## src/pkg/lsc_pkg.sv

```systemverilog
// register map, field layout and reset values of the low-speed lane config
package lsc_pkg;

    // ------------------------------------------------------------------
    // sizes
    // ------------------------------------------------------------------
    localparam int LSC_LANES     = 8;
    localparam int LSC_LANE_REGS = 7;
    localparam int LSC_ADDR_W    = 5;
    localparam int LSC_DATA_W    = 16;

    // ------------------------------------------------------------------
    // register addresses
    // ------------------------------------------------------------------
    localparam logic [4:0] LSC_ADDR_HS_CTRL_FOUR   = 5'h05;
    localparam logic [4:0] LSC_ADDR_PLL_LANE_CTRL  = 5'h06;
    localparam logic [4:0] LSC_ADDR_CTRL_TWO       = 5'h07;
    localparam logic [4:0] LSC_ADDR_CTRL_THREE     = 5'h08;
    localparam logic [4:0] LSC_ADDR_OVERLAY        = 5'h09;
    localparam logic [4:0] LSC_ADDR_ALIGN_CODE     = 5'h0A;
    localparam logic [4:0] LSC_ADDR_LOSS_TXFIFO    = 5'h0B;
    localparam logic [4:0] LSC_ADDR_LANE_SOURCE    = 5'h0C;
    localparam logic [4:0] LSC_ADDR_CHANNEL_ONE    = 5'h0D;
    localparam logic [4:0] LSC_ADDR_ERR_COUNTER    = 5'h10;
    localparam logic [4:0] LSC_ADDR_LOSS_COUNT     = 5'h11;
    localparam logic [4:0] LSC_ADDR_STATUS_ONE     = 5'h12;

    // lane register slot order, index 7 means "not a lane register"
    localparam logic [2:0] LSC_SLOT_CTRL_TWO    = 3'h0;
    localparam logic [2:0] LSC_SLOT_CTRL_THREE  = 3'h1;
    localparam logic [2:0] LSC_SLOT_OVERLAY     = 3'h2;
    localparam logic [2:0] LSC_SLOT_ALIGN_CODE  = 3'h3;
    localparam logic [2:0] LSC_SLOT_LOSS_TXFIFO = 3'h4;
    localparam logic [2:0] LSC_SLOT_LANE_SOURCE = 3'h5;
    localparam logic [2:0] LSC_SLOT_CHANNEL_ONE = 3'h6;
    localparam logic [2:0] LSC_SLOT_NONE        = 3'h7;

    // ------------------------------------------------------------------
    // control register fields
    // ------------------------------------------------------------------
    localparam int LSC_BCAST_BIT    = 15;
    localparam int LSC_LANE_SEL_HI  = 14;
    localparam int LSC_LANE_SEL_LO  = 12;
    localparam int LSC_LOOP_BW_HI   = 9;
    localparam int LSC_LOOP_BW_LO   = 8;
    localparam int LSC_PLL_ON_BIT   = 4;
    localparam int LSC_MULT_HI      = 3;
    localparam int LSC_MULT_LO      = 0;
    localparam int LSC_PRECUR_HI    = 7;
    localparam int LSC_PRECUR_LO    = 4;

    // ------------------------------------------------------------------
    // reset values
    // ------------------------------------------------------------------
    localparam logic [15:0] LSC_RST_PLL_LANE_CTRL = 16'h8115;
    localparam logic [15:0] LSC_RST_HS_CTRL_FOUR  = 16'h2000;
    localparam logic [15:0] LSC_RST_CTRL_TWO      = 16'hDD05;
    localparam logic [15:0] LSC_RST_CTRL_THREE    = 16'h000D;
    localparam logic [15:0] LSC_RST_LANE_OTHER    = 16'h0000;

    // multiplier and tap weight encodings
    localparam logic [7:0]  LSC_MULT_X2_NONE = 8'h00;
    localparam logic [3:0]  LSC_TAP_ZERO     = 4'h0;

endpackage

```

## src/rtl/lsc_pll_decode.sv

```systemverilog
// decode of pll multiplier code and transmit pre-cursor tap weight
`timescale 1ns/1ps
module lsc_pll_decode (
    input  wire logic [3:0] mult_code_in,    // pll multiplier field
    input  wire logic [3:0] precur_code_in,  // pre-cursor weight field
    output logic      [7:0] mult_x2_out,     // factor times two, 0 = reserved
    output logic            mult_valid_out,  // code is not reserved
    output logic signed [3:0] precur_steps_out // weight in 2.5 percent steps
);
    import lsc_pkg::*;

    // ------------------------------------------------------------------
    // multiplier: doubled so that 12.5x stays an integer
    // ------------------------------------------------------------------
    always_comb begin
        mult_valid_out = 1'b1;
        unique case (mult_code_in)
            4'h0: mult_x2_out = 8'h08;
            4'h1: mult_x2_out = 8'h0A;
            4'h2: mult_x2_out = 8'h0C;
            4'h4: mult_x2_out = 8'h10;
            4'h5: mult_x2_out = 8'h14;
            4'h6: mult_x2_out = 8'h18;
            4'h7: mult_x2_out = 8'h19;
            4'h8: mult_x2_out = 8'h1E;
            4'h9: mult_x2_out = 8'h28;
            4'hA: mult_x2_out = 8'h32;
            4'hD: mult_x2_out = 8'h64;
            4'hE: mult_x2_out = 8'h82;
            default: begin
                // reserved codes: pll behaviour left undefined
                mult_x2_out    = LSC_MULT_X2_NONE;
                mult_valid_out = 1'b0;
            end
        endcase
    end

    // ------------------------------------------------------------------
    // tap weight: sign-magnitude, both zero codes give zero
    // ------------------------------------------------------------------
    always_comb begin
        if (precur_code_in[3]) begin
            precur_steps_out = -$signed({1'b0, precur_code_in[2:0]});
        end else begin
            precur_steps_out = $signed({1'b0, precur_code_in[2:0]});
        end
    end

endmodule

```

## src/rtl/lsc_top.sv

```systemverilog
// low-speed serdes lane configuration registers and pll control
`timescale 1ns/1ps
module lsc_top #(
    parameter int LANES = lsc_pkg::LSC_LANES  // number of low-speed lanes
) (
    input  wire logic                      clk_sys_in,        // register clock
    input  wire logic                      reset_n_in,        // async reset
    input  wire logic [lsc_pkg::LSC_ADDR_W-1:0] reg_addr_in,  // register addr
    input  wire logic                      reg_wr_in,         // write strobe
    input  wire logic [lsc_pkg::LSC_DATA_W-1:0] reg_wdata_in, // write data
    output logic      [lsc_pkg::LSC_DATA_W-1:0] reg_rdata_out,// read data
    input  wire logic                      lane_powerdown_n_in, // low: off
    input  wire logic                      global_powerdown_in, // bit 1.15
    input  wire logic [LANES*16-1:0]       lane_error_counter_in,  // per lane
    input  wire logic [LANES*16-1:0]       rx_signal_loss_count_in, // per lane
    input  wire logic [LANES*16-1:0]       lowspeed_status_one_in, // per lane
    output logic [LANES*16-1:0]            lowspeed_ctrl_two_out,   // per lane
    output logic [LANES*16-1:0]            lowspeed_ctrl_three_out, // per lane
    output logic [LANES*16-1:0]            test_pattern_overlay_ctrl_out, // lane
    output logic [LANES*16-1:0]            alignment_code_ctrl_out, // per lane
    output logic [LANES*16-1:0]            signal_loss_txfifo_ctrl_out, // lane
    output logic [LANES*16-1:0]            lane_source_ctrl_out,    // per lane
    output logic [LANES*16-1:0]            channel_ctrl_one_out,    // per lane
    output logic                           pll_on_out,        // pll running
    output logic [1:0]                     pll_loop_bw_out,   // loop bandwidth
    output logic [7:0]                     pll_mult_x2_out,   // factor x2
    output logic                           pll_mult_valid_out, // code legal
    output logic signed [3:0]              tx_precursor_weight_out // steps
);
    import lsc_pkg::*;

    // ------------------------------------------------------------------
    // storage
    // ------------------------------------------------------------------
    logic [15:0] pll_lane_ctrl;
    logic [15:0] hs_ctrl_four;
    logic [15:0] lane_reg [LANES][LSC_LANE_REGS];

    logic        broadcast_lane_write;
    logic [2:0]  lane_select;
    logic [2:0]  wr_slot;
    logic [2:0]  rd_slot;
    logic        lane_wr_hit;
    logic [LANES-1:0] lane_wr_en;
    logic [15:0] next_rdata;
    logic [7:0]  mult_x2;
    logic        mult_valid;
    logic signed [3:0] precur_steps;

    assign broadcast_lane_write = pll_lane_ctrl[LSC_BCAST_BIT];
    assign lane_select = pll_lane_ctrl[LSC_LANE_SEL_HI:LSC_LANE_SEL_LO];

    // ------------------------------------------------------------------
    // address to lane register slot
    // ------------------------------------------------------------------
    function automatic logic [2:0] slot_of(input logic [4:0] addr);
        logic [2:0] slot;
        slot = LSC_SLOT_NONE;
        unique case (addr)
            LSC_ADDR_CTRL_TWO:    slot = LSC_SLOT_CTRL_TWO;
            LSC_ADDR_CTRL_THREE:  slot = LSC_SLOT_CTRL_THREE;
            LSC_ADDR_OVERLAY:     slot = LSC_SLOT_OVERLAY;
            LSC_ADDR_ALIGN_CODE:  slot = LSC_SLOT_ALIGN_CODE;
            LSC_ADDR_LOSS_TXFIFO: slot = LSC_SLOT_LOSS_TXFIFO;
            LSC_ADDR_LANE_SOURCE: slot = LSC_SLOT_LANE_SOURCE;
            LSC_ADDR_CHANNEL_ONE: slot = LSC_SLOT_CHANNEL_ONE;
            default:              slot = LSC_SLOT_NONE;
        endcase
        return slot;
    endfunction

    function automatic logic [15:0] lane_reset(input int slot);
        logic [15:0] val;
        val = LSC_RST_LANE_OTHER;
        if (slot == int'(LSC_SLOT_CTRL_TWO)) begin
            val = LSC_RST_CTRL_TWO;
        end else if (slot == int'(LSC_SLOT_CTRL_THREE)) begin
            val = LSC_RST_CTRL_THREE;
        end
        return val;
    endfunction

    assign wr_slot     = slot_of(reg_addr_in);
    assign rd_slot     = wr_slot;
    assign lane_wr_hit = reg_wr_in && (wr_slot != LSC_SLOT_NONE);

    // ------------------------------------------------------------------
    // global registers
    // ------------------------------------------------------------------
    // every bit is plain read/write, reserved bits included
    always_ff @(posedge clk_sys_in or negedge reset_n_in) begin
        if (!reset_n_in) begin
            pll_lane_ctrl <= LSC_RST_PLL_LANE_CTRL;
        end else if (reg_wr_in && reg_addr_in == LSC_ADDR_PLL_LANE_CTRL) begin
            pll_lane_ctrl <= reg_wdata_in;
        end
    end

    always_ff @(posedge clk_sys_in or negedge reset_n_in) begin
        if (!reset_n_in) begin
            hs_ctrl_four <= LSC_RST_HS_CTRL_FOUR;
        end else if (reg_wr_in && reg_addr_in == LSC_ADDR_HS_CTRL_FOUR) begin
            hs_ctrl_four <= reg_wdata_in;
        end
    end

    // ------------------------------------------------------------------
    // per-lane registers
    // ------------------------------------------------------------------
    // the write uses the lane select held before this write, so a write to
    // the control register takes effect from the next lane access on
    genvar gl;
    generate
        for (gl = 0; gl < LANES; gl++) begin : g_lane
            assign lane_wr_en[gl] = lane_wr_hit &&
                (broadcast_lane_write ||
                 lane_select == 3'(gl));

            always_ff @(posedge clk_sys_in or negedge reset_n_in) begin
                if (!reset_n_in) begin
                    for (int r = 0; r < LSC_LANE_REGS; r++) begin
                        lane_reg[gl][r] <= lane_reset(r);
                    end
                end else if (lane_wr_en[gl]) begin
                    lane_reg[gl][wr_slot] <= reg_wdata_in;
                end
            end

            assign lowspeed_ctrl_two_out[gl*16 +: 16] =
                lane_reg[gl][LSC_SLOT_CTRL_TWO];
            assign lowspeed_ctrl_three_out[gl*16 +: 16] =
                lane_reg[gl][LSC_SLOT_CTRL_THREE];
            assign test_pattern_overlay_ctrl_out[gl*16 +: 16] =
                lane_reg[gl][LSC_SLOT_OVERLAY];
            assign alignment_code_ctrl_out[gl*16 +: 16] =
                lane_reg[gl][LSC_SLOT_ALIGN_CODE];
            assign signal_loss_txfifo_ctrl_out[gl*16 +: 16] =
                lane_reg[gl][LSC_SLOT_LOSS_TXFIFO];
            assign lane_source_ctrl_out[gl*16 +: 16] =
                lane_reg[gl][LSC_SLOT_LANE_SOURCE];
            assign channel_ctrl_one_out[gl*16 +: 16] =
                lane_reg[gl][LSC_SLOT_CHANNEL_ONE];
        end
    endgenerate

    // ------------------------------------------------------------------
    // read path
    // ------------------------------------------------------------------
    // lane register reads show the selected lane even in broadcast mode
    always_comb begin
        next_rdata = 16'h0000;
        if (rd_slot != LSC_SLOT_NONE) begin
            next_rdata = lane_reg[lane_select][rd_slot];
        end else begin
            unique case (reg_addr_in)
                LSC_ADDR_PLL_LANE_CTRL: next_rdata = pll_lane_ctrl;
                LSC_ADDR_HS_CTRL_FOUR:  next_rdata = hs_ctrl_four;
                LSC_ADDR_ERR_COUNTER:
                    next_rdata = lane_error_counter_in[lane_select*16 +: 16];
                LSC_ADDR_LOSS_COUNT:
                    next_rdata = rx_signal_loss_count_in[lane_select*16 +: 16];
                LSC_ADDR_STATUS_ONE:
                    next_rdata = lowspeed_status_one_in[lane_select*16 +: 16];
                default:                next_rdata = 16'h0000;
            endcase
        end
    end

    always_ff @(posedge clk_sys_in or negedge reset_n_in) begin
        if (!reset_n_in) begin
            reg_rdata_out <= 16'h0000;
        end else begin
            reg_rdata_out <= next_rdata;
        end
    end

    // ------------------------------------------------------------------
    // pll control
    // ------------------------------------------------------------------
    lsc_pll_decode u_decode (
        .mult_code_in     (pll_lane_ctrl[LSC_MULT_HI:LSC_MULT_LO]),
        .precur_code_in   (hs_ctrl_four[LSC_PRECUR_HI:LSC_PRECUR_LO]),
        .mult_x2_out      (mult_x2),
        .mult_valid_out   (mult_valid),
        .precur_steps_out (precur_steps)
    );

    // registered so the analog controls never see a decode glitch
    always_ff @(posedge clk_sys_in or negedge reset_n_in) begin
        if (!reset_n_in) begin
            pll_on_out <= 1'b0;
        end else begin
            pll_on_out <= pll_lane_ctrl[LSC_PLL_ON_BIT] &&
                          lane_powerdown_n_in &&
                          !global_powerdown_in;
        end
    end

    // bandwidth passed through as written; no check of reserved codes
    always_ff @(posedge clk_sys_in or negedge reset_n_in) begin
        if (!reset_n_in) begin
            pll_loop_bw_out    <= 2'h0;
            pll_mult_x2_out    <= LSC_MULT_X2_NONE;
            pll_mult_valid_out <= 1'b0;
        end else begin
            pll_loop_bw_out    <= pll_lane_ctrl[LSC_LOOP_BW_HI:LSC_LOOP_BW_LO];
            pll_mult_x2_out    <= mult_x2;
            pll_mult_valid_out <= mult_valid;
        end
    end

    always_ff @(posedge clk_sys_in or negedge reset_n_in) begin
        if (!reset_n_in) begin
            tx_precursor_weight_out <= LSC_TAP_ZERO;
        end else begin
            tx_precursor_weight_out <= precur_steps;
        end
    end

endmodule

```

## config.mk

```make
export PLATFORM = sky130hd
export DESIGN_NAME = lsc_top
export DESIGN_NICKNAME = d
export VERILOG_FILES = /design/src/pkg/lsc_pkg.sv /design/src/rtl/lsc_pll_decode.sv /design/src/rtl/lsc_top.sv
export SDC_FILE = /design/constraint.sdc
export NUM_CORES = 2
export LEC_CHECK = 0
export BUFFER_PORTS_ARGS = -buffer_cell sky130_fd_sc_hd__buf_2
export CAP_MARGIN = 30
export CORE_AREA = 2 2 519 521
export DETAILED_ROUTE_END_ITERATION = 8
export DIE_AREA = 0 0 521 523
export PLACE_DENSITY = 0.42
export REMOVE_ABC_BUFFERS = 1
export SETUP_SLACK_MARGIN = 0.5
export SYNTH_ARGS = -nofsm -noshare
export SYNTH_HDL_FRONTEND = slang
export SYNTH_SLANG_ARGS = --single-unit
```

## constraint.sdc

```tcl
create_clock -name clk_sys_in -period 2.85 [get_ports clk_sys_in]
set_clock_uncertainty 0.1 [all_clocks]
set_input_delay 0.285 -clock clk_sys_in [delete_from_list [all_inputs] [get_ports clk_sys_in]]
set_output_delay 0.285 -clock clk_sys_in [all_outputs]
set_load 0.05 [all_outputs]
```

# Word-level counts from Yosys, hierarchy flattened

Cells that the tools add are included.

Bitwise gates (word level): 2
Add/subtract/negate cells: 1
Mux-type cells: 22
Shifts and indexed selects: 3
Eq/ne operators: 31
Order comparisons: 3
Reductions and logical operators: 26

Operator list:

| operator                                                  | count |
|---|---|
| bitwise mux 112 bit                                       | 8 |
| indexed part select 128 x 8 -> 16 bit                     | 3 |
| binary-select mux 112 bit (select 3 bit)                  | 1 |
| two-way mux 112 bit                                       | 2 |
| case mux 8 bit (12 select lines)                          | 1 |
| case mux 16 bit (5 select lines)                          | 1 |
| two-way mux 16 bit                                        | 4 |
| binary-select mux 16 bit (select 3 bit)                   | 1 |
| demux 16 bit (select 3 bit)                               | 1 |
| == test 5 x 4 -> 1 bit (second input constant)            | 6 |
| case mux 3 bit (7 select lines)                           | 1 |
| == test 4 bit (second input constant)                     | 5 |
| == test 4 x 3 -> 1 bit (second input constant)            | 4 |
| == test 5 x 3 -> 1 bit (second input constant)            | 3 |
| == test 5 bit (second input constant)                     | 3 |
| logical AND 1 bit                                         | 14 |
| == test 3 bit (second input constant)                     | 4 |
| OR reduction 12 bit                                       | 1 |
| greater-or-equal comparator 4 bit (second input constant) | 2 |
| logical OR 1 bit                                          | 8 |
| inverter 3 -> 4 bit                                       | 2 |
| == test 3 x 2 -> 1 bit (second input constant)            | 2 |
| == test 4 x 1 -> 1 bit (second input constant)            | 1 |
| == test 4 x 2 -> 1 bit (second input constant)            | 1 |
| 9 further kinds                                           | 9 |

Output and inout port bits: 928
Register bits after elaboration: 960
Word-level logic and storage cells: 152
Bits of input ports: 410

# Depth between registers and ports, before layout

Depth after elaboration: 8
Mapped depth: 11
Gate-level depth less buffers: 6

# By module

Synthesis repeated with hierarchy kept, for this count alone.

Cell total of the unflattened synthesis: 3197
Area, all modules: 46375.7 µm²

Modules (own cells, without submodules):

| module         | area each (µm²) | sequential area each (µm²) | cells each | times used |
|---|---|---|---|---|
| lsc_top        | 46146.8         | 24140.7                    | 3163       | 1 |
| lsc_pll_decode | 229.0           | 0.0                        | 34         | 1 |

# Least setup slack after synthesis

No wires, ideal clock.

Path type: register to register
Start point: reg pll_lane_ctrl[12]
End point: reg reg_rdata_out[5] (netlist bit)
Buffers on the path: 3
Arrival: 2.180 ns
Clock period less this slack: 2.414 ns
Cell stages (with the launch flop): 9
Library setup time: 0.134 ns
Required time: 2.616 ns
Setup slack: 0.436 ns
Cell sequence: dfrtp_1 > buf_6 > buf_2 > buf_2 > mux4_2 > a221oi_1 > nor2_1 > nor4_1 > o31ai_1

Cells in the longest elaborated chain, start to end: 8
Elaborated cells on any way between the ends: 12
Classes of those cells: shift: 3; mux: 8; bitwise: 1

RTL lines:

| what                                                    | RTL line       | RTL |
|---|---|---|
| from (decl)                                             | lsc_top.sv:35  | `logic [15:0] pll_lane_ctrl;` |
| from (signal assigned)                                  | lsc_top.sv:95  | `pll_lane_ctrl <= reg_wdata_in;` |
| inverter 3 -> 4 bit (implied by the code)               | lsc_top.sv:153 | `next_rdata = lane_reg[lane_select][rd_slot];` |
| binary-select mux 112 bit (select 3 bit)                | lsc_top.sv:153 |  |
| two-way mux 112 bit (implied by the code) (2 in series) | lsc_top.sv:153 |  |
| binary-select mux 16 bit (select 3 bit)                 | lsc_top.sv:153 |  |
| two-way mux 16 bit (implied by the code) (2 in series)  | lsc_top.sv:153 |  |
| two-way mux 16 bit (*)                                  | lsc_top.sv:152 | `if (rd_slot != LSC_SLOT_NONE) begin` |
| net next_rdata[5]                                       | lsc_top.sv:45  | `logic [15:0] next_rdata;` |
| to (signal assigned)                                    | lsc_top.sv:173 | `reg_rdata_out <= next_rdata;` |
| to (decl)                                               | lsc_top.sv:11  | `output logic [lsc_pkg::LSC_DATA_W-1:0] reg_rdata_out,` |

Mark *: on every way through the listed nets, which the timed path passes. The rest lies on a longest branch. The select of a mux whose other input is x is not followed.
A chain may end at the register's enable or synchronous reset.

# Worst setup path in the final report

Start point: reg pll_lane_ctrl[12]
End point: reg reg_rdata_out[14] (netlist bit)

Same word-level chain as after synthesis.

==> metrics.csv <==
stage;metric;value;unit
worst_setup_path;cp_common_cell;buf_12;
global_route;grt_pass1_vias;40500;
synthesis;synth_fa_ha_area_share;0.0270;%
power_and_ir_drop;vdd_drop_max;569;uV
synthesis;post-synth-top-area-fraction;46.7;%
synthesis;yosysWarnings;0;
timing;fin_hold_ws;0.0614;ns
clock_tree;clockBufferDepth;3;
synthesis;synth_cells;3206;
timing;fin_ws;-0.233;ns
floorplan;die_area;272000;sq um
route;num_vias;39600;
clock_tree;cts.clk_slew.worst_paths;0.07;ns
status;outcome;finished, violations left;
hold_path;hold_class;in -> reg;
global_route;grt_max_degree;97;
synthesis;synthTopCellsByArea;dfrtp_1 (47%), mux2_2 (23%), mux4_2 (11%);
power_and_ir_drop;leakagePower;34.1;nW
timing;tightest_slew;1.17;ns
route;drc;0;
floorplan;fp.dieW;521;um
floorplan;ios;1338;
synthesis;dominantRegCellSynth;dfrtp_1;
synthesis;synthTopCellsByCount;mux2_2 (936), dfrtp_1 (866), mux4_2 (229);
worst_setup_path;timing.rr.end;reg_rdata_out[14]$_DFF_PN0_;
synthesis;synth_compound_gate_area_share;6.25;%
timing;final.min_clock_period;3.08;ns
timing;rsz0062_at_grt;yes;
worst_setup_path;critPathBufInv;6;
global_route;grt_pass1_wl;421;mm
synthesis;synthMuxAreaShare;35.0;%
synthesis;ys_ff_latch;960;
floorplan;fp-row-count;190;
timing;finalCritPeriodShare;108;%
worst_setup_path;worst_path_max_delay_cell;dfrtp_4;
floorplan;fp.dieH;523;um
job;max_cap_viol_count;0;
power_and_ir_drop;power.density;586;nW/um^2
synthesis;syn_area_per_cell;14.5;sq um
floorplan;core_area;267000;sq um
worst_setup_path;rr_startpoint;pll_lane_ctrl[12]$_DFFE_PN0P_;
status;violations;setup timing;
global_route;antenna_found_initial;84;
worst_setup_path;critPathArrivalTime;3.68;ns
worst_setup_path;start_kind;flip-flop;
global_route;grtUsageTotal;23.3;%
global_route;met1_usage;27.8;%
global_route;top_usage_layer;met2;
placement;portBuffers;1337;
global_route;grt_overflow;0;
route;drt-vias-per-instance;4.55;
synthesis;netlist_area;46400;sq um
worst_setup_path;setup.worst_path.end;reg_rdata_out[14]$_DFF_PN0_;
worst_setup_path;cpLargestDelayFamily;compound AO/OA/AOI/OAI gates;
synthesis;synthSimpleGateAreaFrac;3.31;%
route;wl_per_cell;37.9;um
timing;maxSlewViolCount;0;
finish;layout-drive-gt1-share;69.5;%
clock_tree;clk_latency;0.80;ns
clock_tree;cts.htree.levels;3;
placement;dp.cells;8241;
worst_setup_path;path_max_fanout;4;
worst_setup_path;worstRegToRegCells;12;
synthesis;synth-async-reset-ratio;100;%
global_route;grt_use_met2;40.3;%
worst_setup_path;cpPeakStageDelay;0.52;ns
route;drt_iter0_markers;3058;
worst_setup_path;r2r_slack;-0.23;ns
synthesis;synth_top_area_cell;dfrtp_1;
timing;setup_violations;51;
synthesis;synth_edf_count;0;
timing;hold_violations;0;
floorplan;initial_core_util;17.4;%
timing;slew_headroom;21.7;%
route;first_pass_iters;6;
synthesis;yosysSeqAreaShare;52.0;%
placement;dp_hpwl;253;mm
finish;layout.nets;5410;
synthesis;synth.most_common_cell;mux2_2;
clock_tree;numCtsBuffers;120;
finish;final_cell_count_no_fill;8717;
placement;gp_congestion;0.894;
route;routed_wirelength;331;mm
synthesis;synth_cell_types;74;
synthesis;synth-xor-area-share;0.0566;%
worst_setup_path;crit_required;3.45;ns
finish;syn2layout_area_growth;51.5;%
worst_setup_path;crit_chain;buf_12, buf_12, buf_16, buf_12, buf_4, buf_4, mux4_2, nor2_1, o41ai_1, a211oi_1, a41o_1, a31oi_1;
worst_setup_path;cp.depth;12;
synthesis;synth_top_family_by_area;multiplexers;
global_route;use_met3;6.09;%
timing;max_freq;324;MHz
clock_tree;clock_sinks;960;
clock_tree;cts_tree;built;
worst_setup_path;crit_path_start;pll_lane_ctrl[12]$_DFFE_PN0P_;
route;ant_nets;0;
placement;post_dp_cell_area;61500;sq um
worst_setup_path;path_class;reg -> reg;
worst_setup_path;end_kind;flip-flop;
clock_tree;cts_root_buf;clkbuf_16;
finish;final_cell_area;70300;sq um
-- power by group --
part,switching (W),total [W],leakage [nW],internal (W)
combinational,0.00653,0.0103,19.2,0.00378
sequential,0.000692,0.0150,12.9,0.0143
clock,0.00683,0.0159,1.99,0.00906
total,0.0141,0.0412,34.1,0.0271
-- what timing repair did --
item | in CTS | in global routing
gates cloned | 14 | 7
hold buffers | 95 | 0
setup endpoints to repair | 901 | 911
pin swaps | 42 | 46
endpoints found under the hold margin | 681 | 0
buffers inserted | 54 | 18
resized for setup | 357 | 206
-- layout make-up --
class / count / area, sq um
antenna: 63 / 158
timing repair buffer: 1987 / 14800
inverter: 7 / 38.8
tap: 3552 / 4440
clock buffer: 174 / 3490
sequential: 960 / 24200
multi-input combinational: 1923 / 22700
clock inverter: 51 / 568
fill: 27900 / 197000
-- per-layer routing --
layer | wire length, um | up-vias
met3 | 23200 | 408
met1 | 132000 | 21500
met2 | 164000 | 1797
met5 | 95 | -
met4 | 11800 | 14
li1 | - | 15900
-- cell usage in the layout, fill, tap and decap left out, types with 13 or more instances in the layout --
cell type | synthesis | final
a21oi_1 | 67 | 62
a221oi_1 | 63 | 52
a22oi_1 | 71 | 58
a22oi_2 | 0 | 13
a31oi_1 | 24 | 21
buf_12 | 0 | 164
buf_16 | 0 | 19
buf_2 | 65 | 1322
buf_4 | 51 | 310
buf_6 | 10 | 56
clkbuf_1 | 166 | 27
clkbuf_16 | 0 | 131
clkbuf_8 | 0 | 26
clkinv_2 | 0 | 20
dfrtp_1 | 866 | 863
dfstp_2 | 94 | 94
diode_2 | 0 | 63
dlygate4sd3_1 | 0 | 94
mux2_2 | 936 | 675
mux2_4 | 0 | 261
mux2i_1 | 53 | 39
mux4_2 | 229 | 229
nand2_1 | 76 | 72
nand3_1 | 51 | 45
nor2_1 | 38 | 31
nor2_2 | 49 | 27
nor2_4 | 0 | 29
o21ai_0 | 47 | 33
o22ai_1 | 20 | 14
-- worst reg2reg max path, cell delays in order, from the launching register on --
cell      delay [ns]
dfrtp_4         0.52
buf_12          0.16
buf_12          0.14
buf_16          0.16
buf_12          0.13
buf_4           0.16
buf_4           0.15
mux4_2          0.33
nor2_1          0.07
o41ai_1         0.52
a211oi_1        0.12
a41o_1          0.28
a31oi_1         0.16
-- state kept, by name, summed over array words and instances (netlist names) --
name	cells
lowspeed_ctrl_three_out	128
pll_lane_ctrl	16
lowspeed_ctrl_two_out	128
lane_source_ctrl_out	128
hs_ctrl_four	16
pll_loop_bw_out	2
tx_precursor_weight_out	4
signal_loss_txfifo_ctrl_out	128
pll_mult_x2_out	8
pll_on_out	1
channel_ctrl_one_out	128
alignment_code_ctrl_out	128
test_pattern_overlay_ctrl_out	128
reg_rdata_out	16
pll_mult_valid_out	1
-- cell families after synthesis --
family | count (synthesis)
muxes | 1218
and+or+nand+nor | 298
DFF | 960
xor gates and xnor gates | 3
buffers and inverters | 323
AOI/OAI and AO/OA | 403
adders and majority gates | 1
-- worst min-delay path by stage --
stage	from	to	slack (ns)	depth (start not counted)
6_report	lowspeed_status_one_in[55]	reg_rdata_out[7]$_DFF_PN0_	0.06	5
3_3_place_gp	reset_n_in	signal_loss_txfifo_ctrl_out[40]$_DFFE_PN0P_	0.23	1
5_1_grt	reg_wdata_in[1]	test_pattern_overlay_ctrl_out[65]$_DFFE_PN0P_	0.05	2
3_5_place_dp	reset_n_in	signal_loss_txfifo_ctrl_out[52]$_DFFE_PN0P_	0.23	1
4_1_cts	rx_signal_loss_count_in[112]	reg_rdata_out[0]$_DFF_PN0_	0.0005	5
2_1_floorplan	reset_n_in	alignment_code_ctrl_out[0]$_DFFE_PN0P_	-0.11	0
-- per-stage QoR --
stage                     setup slack [ns]   TNS, ns  utilization, %  total power [W]
after global routing                -0.259     -7.13            26.3           0.0426
after detailed placement            -0.716     -7.78            23.0           0.0246
final                               -0.233     -2.73            26.3           0.0412
after CTS                           -0.220     -2.84            25.8           0.0416
after global placement               -1.04     -8.98            23.0           0.0246
after floorplan                     -10.91  -7780.72               -           0.0196
Note: power is estimated with default switching activity, not from simulation.
